### src/hdl/pcc_pkg.sv
// Constants and types for the capability-area configuration registers
// Functional notes
// - Head pointer reads 44h when visible, else 0
// - Head pointer reset follows EEPROM-loaded enable bit
// - Power-management block sits at 44h and 48h
// - Interrupt line byte read/write, resets to FFh
// - Interrupt pin byte read-only, returns 01h
// - Minimum grant read-only, returns 00h
// - Maximum latency read-only, returns 00h
// - Capability code 01h when visible, else 0
// - Next capability pointer always reads 00h
package pcc_pkg;

    // ----------------------------------------------------------------
    // Configuration offsets (byte addresses)
    // ----------------------------------------------------------------
    localparam logic [7:0] CAP_HEAD_OFS = 8'h34;
    localparam logic [7:0] IRQ_LINE_OFS = 8'h3c;
    localparam logic [7:0] IRQ_PIN_OFS = 8'h3d;
    localparam logic [7:0] GRANT_OFS = 8'h3e;
    localparam logic [7:0] LATENCY_OFS = 8'h3f;
    localparam logic [7:0] PM_CAP_OFS = 8'h44;
    localparam logic [7:0] PM_NEXT_OFS = 8'h45;
    localparam logic [7:0] PM_CSR_OFS = 8'h48;

    // ----------------------------------------------------------------
    // Field values and reset values
    // ----------------------------------------------------------------
    localparam logic [7:0] IRQ_LINE_RST = 8'hff;
    localparam logic [7:0] IRQ_PIN_VAL = 8'h01;
    localparam logic [7:0] GRANT_VAL = 8'h00;
    localparam logic [7:0] LATENCY_VAL = 8'h00;
    localparam logic [7:0] PM_CAP_CODE = 8'h01;
    localparam logic [7:0] PM_NEXT_VAL = 8'h00;
    localparam int VIS_BIT_POS = 20;

    // Grant field unit, in ns
    localparam int GRANT_UNIT_NS = 250;

    // ----------------------------------------------------------------
    // Types
    // ----------------------------------------------------------------
    // One configuration access
    typedef struct packed {
        logic valid;
        logic write;
        logic [7:0] addr;
        logic [3:0] be;
        logic [31:0] wdata;
    } pcc_req_t;

    // One configuration answer
    typedef struct packed {
        logic ack;
        logic [31:0] rdata;
    } pcc_rsp_t;

    // All state of the register bank
    typedef struct packed {
        logic [7:0] irq_line;
        pcc_rsp_t rsp;
    } pcc_state_t;

endpackage : pcc_pkg

### src/hdl/pcc_regs.sv
// Capability-area configuration registers of the 1394 link controller
module pcc_regs (
    input wire logic sys_clk,
    input wire logic rst,
    input wire logic clk_en,
    input wire pcc_pkg::pcc_req_t cfg_req,
    input wire logic [31:0] vendor_control_word,
    output pcc_pkg::pcc_rsp_t cfg_rsp,
    output logic [7:0] irq_routing_line
);

    // ----------------------------------------------------------------
    // Overview
    // ----------------------------------------------------------------
    // Every access is taken on an enabled edge and answered on the
    // next enabled edge with a one-cycle acknowledge. Reads return a
    // whole dword; writes are acknowledged with zero data.
    // Only the interrupt line byte holds state. All other bytes are
    // constants or follow the visibility bit, which comes from the
    // vendor control word on this clock and so needs no synchroniser.
    // The head pointer and capability code track that bit live, so
    // whatever the EEPROM loads into it also sets their reset value.
    // Hazard: clearing the bit while software walks the list makes
    // the head vanish on its next read; nothing is latched here.
    // The power-management capability and control/status bytes from
    // 46h up live outside this bank and read zero here.
    // Clock enable low freezes the answer as well as the line byte.

    // ----------------------------------------------------------------
    // Decode
    // ----------------------------------------------------------------
    pcc_pkg::pcc_state_t st_q; // Registered bank state
    pcc_pkg::pcc_state_t st_d; // Next bank state
    logic pm_list_visible_enable; // Capability list shown
    logic [5:0] dw; // Dword number of the access
    logic [7:0] head_val; // Head pointer byte
    logic [7:0] cap_val; // Capability code byte

    // Visibility bit from the vendor control word
    assign pm_list_visible_enable =
        vendor_control_word[pcc_pkg::VIS_BIT_POS];

    // Dword number of the access
    assign dw = cfg_req.addr[7:2];

    // Head pointer follows the enable bit, so its reset value
    // follows whatever the EEPROM loaded into that bit
    always_comb begin
        if (pm_list_visible_enable) begin
            head_val = pcc_pkg::PM_CAP_OFS;
        end else begin
            head_val = 8'h00;
        end
    end

    // Capability code hidden along with the list
    always_comb begin
        if (pm_list_visible_enable) begin
            cap_val = pcc_pkg::PM_CAP_CODE;
        end else begin
            cap_val = 8'h00;
        end
    end

    // ----------------------------------------------------------------
    // Next state
    // ----------------------------------------------------------------
    // Address bits 1:0 are ignored: every access is a whole dword.
    // Answer fields default to zero so only a taken access acks.
    always_comb begin
        st_d = st_q;
        st_d.rsp.ack = 1'b0;
        st_d.rsp.rdata = 32'h0000_0000;
        if (cfg_req.valid) begin
            // Every access is answered one cycle later
            st_d.rsp.ack = 1'b1;
            if (cfg_req.write) begin
                // Only the line byte takes write data
                if (dw == pcc_pkg::IRQ_LINE_OFS[7:2]
                    && cfg_req.be[0]) begin
                    st_d.irq_line = cfg_req.wdata[7:0];
                end
                // All other bytes ignore writes
            end else if (dw == pcc_pkg::CAP_HEAD_OFS[7:2]) begin
                // Head pointer, upper reserved bytes read zero
                st_d.rsp.rdata = {24'h00_0000, head_val};
            end else if (dw == pcc_pkg::IRQ_LINE_OFS[7:2]) begin
                // Line, pin, grant, latency in byte order
                st_d.rsp.rdata = {pcc_pkg::LATENCY_VAL,
                                  pcc_pkg::GRANT_VAL,
                                  pcc_pkg::IRQ_PIN_VAL,
                                  st_q.irq_line};
            end else if (dw == pcc_pkg::PM_CAP_OFS[7:2]) begin
                // Capability code and terminating next pointer
                st_d.rsp.rdata = {16'h0000,
                                  pcc_pkg::PM_NEXT_VAL,
                                  cap_val};
            end else if (dw == pcc_pkg::PM_CSR_OFS[7:2]) begin
                // Control/status dword belongs to the power-management
                // block outside this bank; it reads zero here
                st_d.rsp.rdata = 32'h0000_0000;
            end else begin
                // Reserved and other offsets read zero
                st_d.rsp.rdata = 32'h0000_0000;
            end
        end
    end

    // ----------------------------------------------------------------
    // State register
    // ----------------------------------------------------------------
    // The whole bank state is one struct: the line byte and the
    // registered answer. Registering the answer keeps every output
    // straight from a flip-flop, at the cost of a cycle of latency.
    // Synchronous reset; clock enable freezes everything
    // Reset takes effect even while the enable is low
    always_ff @(posedge sys_clk) begin
        if (rst) begin
            st_q.irq_line <= pcc_pkg::IRQ_LINE_RST;
            st_q.rsp.ack <= 1'b0;
            st_q.rsp.rdata <= 32'h0000_0000;
        end else if (clk_en) begin
            st_q <= st_d;
        end
    end

    // Outputs straight from the state register
    assign cfg_rsp = st_q.rsp;
    assign irq_routing_line = st_q.irq_line;

    // ----------------------------------------------------------------
    // Checks
    // ----------------------------------------------------------------
    // All checks run on sys_clk; all but the line reset check stand down during reset.
    // Read checks look one edge back: a read taken there on an
    // enabled edge, out of reset, must show its data now. The
    // answer does not move until the next enabled edge.

    // Every access answered one cycle later
    ack_timing_a: assert property (
        @(posedge sys_clk) disable iff (rst)
        (cfg_req.valid && clk_en) |=> cfg_rsp.ack)
        else $error("access not acknowledged");

    // No answer without a request
    ack_cause_a: assert property (
        @(posedge sys_clk) disable iff (rst)
        (cfg_rsp.ack && $past(clk_en)) |-> $past(cfg_req.valid))
        else $error("spurious acknowledge");

    // Head pointer value against visibility
    head_value_a: assert property (
        @(posedge sys_clk) disable iff (rst)
        ($past(cfg_req.valid) && !$past(cfg_req.write)
         && $past(clk_en) && !$past(rst)
         && $past(dw) == 6'h0d) |->
        cfg_rsp.rdata == ($past(pm_list_visible_enable)
                          ? 32'h0000_0044 : 32'h0000_0000))
        else $error("head pointer value wrong");

    // Line reset value seen just after reset
    line_reset_a: assert property (
        @(posedge sys_clk)
        $past(rst) |-> irq_routing_line == 8'hff)
        else $error("line byte not reset to ff");

    // Line byte keeps a written value
    line_write_a: assert property (
        @(posedge sys_clk) disable iff (rst)
        (clk_en && cfg_req.valid && cfg_req.write
         && dw == 6'h0f && cfg_req.be[0]) |=>
        irq_routing_line == $past(cfg_req.wdata[7:0]))
        else $error("line byte write lost");

    // Line byte changes only by a write
    line_hold_a: assert property (
        @(posedge sys_clk) disable iff (rst)
        !(cfg_req.valid && cfg_req.write && dw == 6'h0f)
        |=> $stable(irq_routing_line))
        else $error("line byte changed without write");

    // Pin, grant and latency constant
    pin_grant_a: assert property (
        @(posedge sys_clk) disable iff (rst)
        ($past(cfg_req.valid) && !$past(cfg_req.write)
         && $past(clk_en) && !$past(rst)
         && $past(dw) == 6'h0f) |->
        cfg_rsp.rdata[31:8] == 24'h00_0001)
        else $error("pin, grant or latency wrong");

    // Capability code and next pointer
    cap_entry_a: assert property (
        @(posedge sys_clk) disable iff (rst)
        ($past(cfg_req.valid) && !$past(cfg_req.write)
         && $past(clk_en) && !$past(rst)
         && $past(dw) == 6'h11) |->
        cfg_rsp.rdata == ($past(pm_list_visible_enable)
                          ? 32'h0000_0001 : 32'h0000_0000))
        else $error("capability entry wrong");

    // Reserved dword 40h reads zero
    rsvd_zero_a: assert property (
        @(posedge sys_clk) disable iff (rst)
        ($past(cfg_req.valid) && !$past(cfg_req.write)
         && $past(clk_en) && !$past(rst)
         && $past(dw) == 6'h10) |->
        cfg_rsp.rdata == 32'h0000_0000)
        else $error("reserved offset not zero");

    // Enable low freezes the answer and the line byte
    freeze_hold_a: assert property (
        @(posedge sys_clk) disable iff (rst)
        !clk_en |=> ($stable(cfg_rsp) && $stable(irq_routing_line)))
        else $error("state moved while enable low");

    // Read data is zero whenever no answer stands
    idle_zero_a: assert property (
        @(posedge sys_clk) disable iff (rst)
        !cfg_rsp.ack |-> cfg_rsp.rdata == 32'h0000_0000)
        else $error("read data without answer");

    // A write answer carries no data
    write_ack_a: assert property (
        @(posedge sys_clk) disable iff (rst)
        ($past(cfg_req.valid) && $past(cfg_req.write)
         && $past(clk_en) && !$past(rst)) |->
        (cfg_rsp.ack && cfg_rsp.rdata == 32'h0000_0000))
        else $error("write answer not empty");

    // Line byte ignores a write without its byte enable
    line_mask_a: assert property (
        @(posedge sys_clk) disable iff (rst)
        (clk_en && cfg_req.valid && cfg_req.write
         && dw == 6'h0f && !cfg_req.be[0]) |=>
        $stable(irq_routing_line))
        else $error("line byte took masked write");

    // Line read returns the stored byte
    line_read_a: assert property (
        @(posedge sys_clk) disable iff (rst)
        ($past(cfg_req.valid) && !$past(cfg_req.write)
         && $past(clk_en) && !$past(rst)
         && $past(dw) == 6'h0f) |->
        cfg_rsp.rdata[7:0] == $past(irq_routing_line))
        else $error("line byte read wrong");

    // Pin byte names the first request pin
    pin_byte_a: assert property (
        @(posedge sys_clk) disable iff (rst)
        ($past(cfg_req.valid) && !$past(cfg_req.write)
         && $past(clk_en) && !$past(rst)
         && $past(dw) == 6'h0f) |->
        cfg_rsp.rdata[15:8] == 8'h01)
        else $error("pin byte wrong");

    // Grant byte reads zero
    grant_byte_a: assert property (
        @(posedge sys_clk) disable iff (rst)
        ($past(cfg_req.valid) && !$past(cfg_req.write)
         && $past(clk_en) && !$past(rst)
         && $past(dw) == 6'h0f) |->
        cfg_rsp.rdata[23:16] == 8'h00)
        else $error("grant byte wrong");

    // Latency byte reads zero
    latency_byte_a: assert property (
        @(posedge sys_clk) disable iff (rst)
        ($past(cfg_req.valid) && !$past(cfg_req.write)
         && $past(clk_en) && !$past(rst)
         && $past(dw) == 6'h0f) |->
        cfg_rsp.rdata[31:24] == 8'h00)
        else $error("latency byte wrong");

    // Next pointer byte always zero
    next_ptr_a: assert property (
        @(posedge sys_clk) disable iff (rst)
        ($past(cfg_req.valid) && !$past(cfg_req.write)
         && $past(clk_en) && !$past(rst)
         && $past(dw) == 6'h11) |->
        cfg_rsp.rdata[15:8] == 8'h00)
        else $error("next pointer not zero");

    // Reserved dword 38h reads zero
    rsvd_low_a: assert property (
        @(posedge sys_clk) disable iff (rst)
        ($past(cfg_req.valid) && !$past(cfg_req.write)
         && $past(clk_en) && !$past(rst)
         && $past(dw) == 6'h0e) |->
        cfg_rsp.rdata == 32'h0000_0000)
        else $error("reserved dword 38h not zero");

    // Control/status dword is left to the outside block
    csr_zero_a: assert property (
        @(posedge sys_clk) disable iff (rst)
        ($past(cfg_req.valid) && !$past(cfg_req.write)
         && $past(clk_en) && !$past(rst)
         && $past(dw) == 6'h12) |->
        cfg_rsp.rdata == 32'h0000_0000)
        else $error("control dword not zero");

    // An answer lasts one enabled cycle unless a new access follows
    ack_drop_a: assert property (
        @(posedge sys_clk) disable iff (rst)
        (cfg_rsp.ack && clk_en && !cfg_req.valid) |=> !cfg_rsp.ack)
        else $error("acknowledge held too long");

endmodule // pcc_regs

### config.mk
export PLATFORM = sky130hd
export DESIGN_NAME = pcc_regs
export DESIGN_NICKNAME = d
export VERILOG_FILES = /design/src/hdl/pcc_pkg.sv /design/src/hdl/pcc_regs.sv
export SDC_FILE = /design/constraint.sdc
export NUM_CORES = 1
export LEC_CHECK = 0
export BUFFER_PORTS_ARGS = -buffer_cell sky130_fd_sc_hd__buf_4
export CORE_MARGIN = 2
export CORE_UTILIZATION = 30
export CTS_BUF_LIST = sky130_fd_sc_hd__clkbuf_4
export CTS_CLUSTER_DIAMETER = 40
export DETAILED_ROUTE_END_ITERATION = 10
export GPL_TIMING_DRIVEN = 0
export PLACE_DENSITY = 0.91
export SETUP_SLACK_MARGIN = 0.3
export SYNTH_ARGS = -nofsm -noshare
export SYNTH_HDL_FRONTEND = slang
export SYNTH_SLANG_ARGS = --single-unit
### constraint.sdc
create_clock -name sys_clk -period 1.35 [get_ports sys_clk]
set_input_delay 0.135 -clock sys_clk [delete_from_list [all_inputs] [get_ports sys_clk]]
set_output_delay 0.135 -clock sys_clk [all_outputs]
set_load 0.05 [all_outputs]
==> results by group <==
STA
  • Final hold viol count: 0
  • Crit path time final: 1.108 ns
  • Setup tns final: 0 ns
  • Final Setup Violations: 0
  • RSZ-0062 raised after global routing: true
  • Post-Route Skew: 0.0004866 ns
  • Slew margin rel.: about three fifths
  • Final period util: 82.08%
  • Pins Over Slew Limit: 0
  • F_max: around 900 MHz
  • Measured slew at the worst slew-check pin: between 0.6 and 0.7 ns

Global route
  • Total congestion overflow: 0
  • All-Layer GR Usage: 13.72%
  • First-pass GRT wire length: 3870 um
  • Pin count of the biggest net entering global routing: 11
  • Vias in the first global route: about 900
  • Initial antenna violation count: 0

Yosys
  • Largest area contributor in the netlist: dfxtp_1
  • Most numerous cell in the Yosys netlist: buf_4
  • Post-synthesis sequential area ratio: 36.73%
  • Mean Syn Cell Area: between 9 and 10 um^2
  • Synth cell count leaders: buf_4, dfxtp_1, nand2_1
  • Number of synthesized register bits: 18
  • Ys flop type: dfxtp_1
  • EDFF count, synth: 0
  • Post-Synthesis Cells: about 110
  • Synth area leaders: dfxtp_1, buf_4, a41oi_1
  • Share of the synthesized area in the top cell type: 36.73%
  • Async SR Flop Fraction: 0%
  • Synth unique cells: 29
  • Synthesized area: 980.9 um^2
  • Total of warnings raised by yosys: 0

Layout
  • Area Overhead vs Synth: 58.16%
  • Final Util: 50.41%
  • Layout cells sized above 1: 49.43%
  • Area of the multi-input gates: 574.3 um^2
  • Fillers: 291
  • Diodes inserted: 0
  • Register area: 365.4 um^2
  • Nets: 256
  • Final std cells w/o fill: roughly 220

Placed design
  • RePlAce Congestion: 0.7736
  • Buffers added on ports: 38
  • DP Wirelength: roughly 1900 um
  • Cell count after placement: 210

Floorplanning
  • Core ar.: 0.003078 mm^2
  • Num ports: 122
  • Row count: 20
  • Area of the die: 0.003743 mm^2
  • Initial core utilization: 31.87%
  • Die Ht: 61.18 um
  • Width of the die: 61.18 um

Power and ir drop
  • Max IR drop VDD: 0.3164 mV
  • Internal power: 758.4 uW
  • Comb pwr share: between 20% and 30%
  • Clock Power Share: between 20% and 30%
  • Share of power burned in registers: 46.0%
  • Pleak: 0.0007118 uW
  • Power Dens Cells: 749.0 mW/mm^2
  • Tot Pwr: between 1000 and 1500 uW
  • Switching share of power: 34.74%
  • Net switching power: 403.7 uW

Route
  • Via density: 4.450
  • DR iter-0 viols: 32
  • DR pass1 iterations: 4
  • Routed length per instance: 12.25 um
  • Antenna-violating nets left: 0
  • Routed wire length: 2670 um
  • Via Count: 970
  • DRC: 0

Clocking
  • Clock Path Buffers: 2
  • Clock sink count: 18
  • TritonCTS clock tree: built
  • Number of CTS-inserted buffers: 3
  • Clock latency on the worst-skew pair: 0.30 ns
  • Clock root buffer: clkbuf_4
  • H-tree depth: 1
  • Worst-path clk slew: 0.10 ns

Critical path
  • CP Class: in -> reg
  • Worst EP arrival: 1.35 ns
  • RR Endpoint: cfg_rsp[0]
  • CP required: 1.60 ns
  • Slowest stage delay, CP: 0.46 ns
  • Startpoint types: input pin
  • R2R Path Start: irq_routing_line[0]
  • Crit-path cells: buf_4, or3b_1, buf_6, or4_1, a21oi_1
  • R2r worst-path depth: 3
  • CP Capture Type: flip-flop
  • Slowest stage cell, crit path: or4_1
  • Crit-path max FO: 4
  • Reg2Reg Setup Slack: 0.52 ns

Worst hold path
  • Hold WC Path Type: in -> reg
  • HP Start: cfg_req[0]
  • Hold path cells: 3
  • Hold worst-path end: irq_routing_line[0]

Run
  • Maximum capacitance violations: 0

Status
  • Run status: finished clean
-- power groups by stage --
| stage | Clock, uW | Sequential, uW | Combinational (uW) |
|---|---|---|---|
| CTS | 277 | 534 | 329 |
| floorplan | 0 | 555 | 240 |
| finish | 283 | 534 | 344 |
| global placement | 0 | 547 | 322 |
| detailed placement | 0 | 547 | 323 |
| global route | 300 | 535 | 363 |
-- cells in the final DEF, fill, tap and decap left out --
cell type and instances:
nor3b_2 1, or3b_1 1, nor2_1 1, or4_1 1, nand2b_1 3, clkinv_1 1
nand2_1 13, conb_1 23, dfxtp_1 14, o31ai_2 6, or4b_4 1, buf_6 6
and4_1 2, and3_1 1, nand4b_1 1, nand3b_1 2, clkbuf_4 3, nor3b_1 1
nand4_1 1, a21oi_1 2, nor4bb_2 1, nand3_2 1, o31ai_4 2, a32o_1 1
and2_1 1, clkbuf_1 2, nand3_1 1, a22o_1 7, dfxtp_2 4, buf_4 60
a41oi_1 8, buf_2 1, o22ai_1 1
-- through the flow --
stage                     hold slack, ns  setup slack, ns  area [um^2]
final                            0.07207           0.2419         1551
after global routing             0.08435           0.2096         1551
after CTS                        0.08551           0.2303         1458
after detailed placement          0.3929          -0.1037         1409
after global placement            0.3871         -0.09524         1409
after floorplan                   0.2882          0.06516         1069
-- worst max-delay path: cells and delay by family --
family	cells	cell delay, ns
simple gates	2	0.84
compound gates	1	0.12
buf+inv	2	0.25
-- state kept, by name (all words and copies together) (netlist names) --
register / count
cfg_rsp: 10
irq_routing_line: 8
-- how the worst max path moves through the flow --
stage	start	end	slack (ns)
2_1_floorplan	cfg_req[43]	cfg_rsp[8]	0.07
3_3_place_gp	cfg_req[43]	cfg_rsp[8]	-0.1
3_5_place_dp	cfg_req[43]	cfg_rsp[8]	-0.10
4_1_cts	cfg_req[43]	cfg_rsp[8]	0.23
5_1_grt	cfg_req[43]	cfg_rsp[8]	0.21
6_report	cfg_req[43]	cfg_rsp[8]	0.24
-- per-layer routing --
metal	GRT usage (%)	vias to the layer above	part of all wire [%]
li1	-	489	-
met3	3.151	5	11
met4	6.522	0	1.7
met2	25.08	46	49
met5	0	-	0
met1	14.80	430	38
-- cells by family after synthesis --
group	Yosys count	synth area share, %
AND/OR/NAND/NOR	33	20.66
AO/OA/AOI/OAI	27	22.20
buffers and inverters	27	20.03
flip-flops	18	36.74
other	1	0.3823
-- layout make-up --
type | count | area share [%]
clock buffers | 3 | 1.452
clock inverters | 1 | 0.2419
plain buffers | 27 | 12.66
flip-flops and latches | 18 | 23.55
multi-input cells | 83 | 37.02
repair buffers | 42 | 21.53
well taps | 44 | 3.548
-- timing repair --
action                     CTS  global route
setup endpoints to repair    1            22
setup buffers                3             1
pin swaps                    0            12
hold buffers                 0             0
hold endpoints to repair     0             0
resized for setup            0            19
Note: power is estimated with default switching activity, not from simulation.
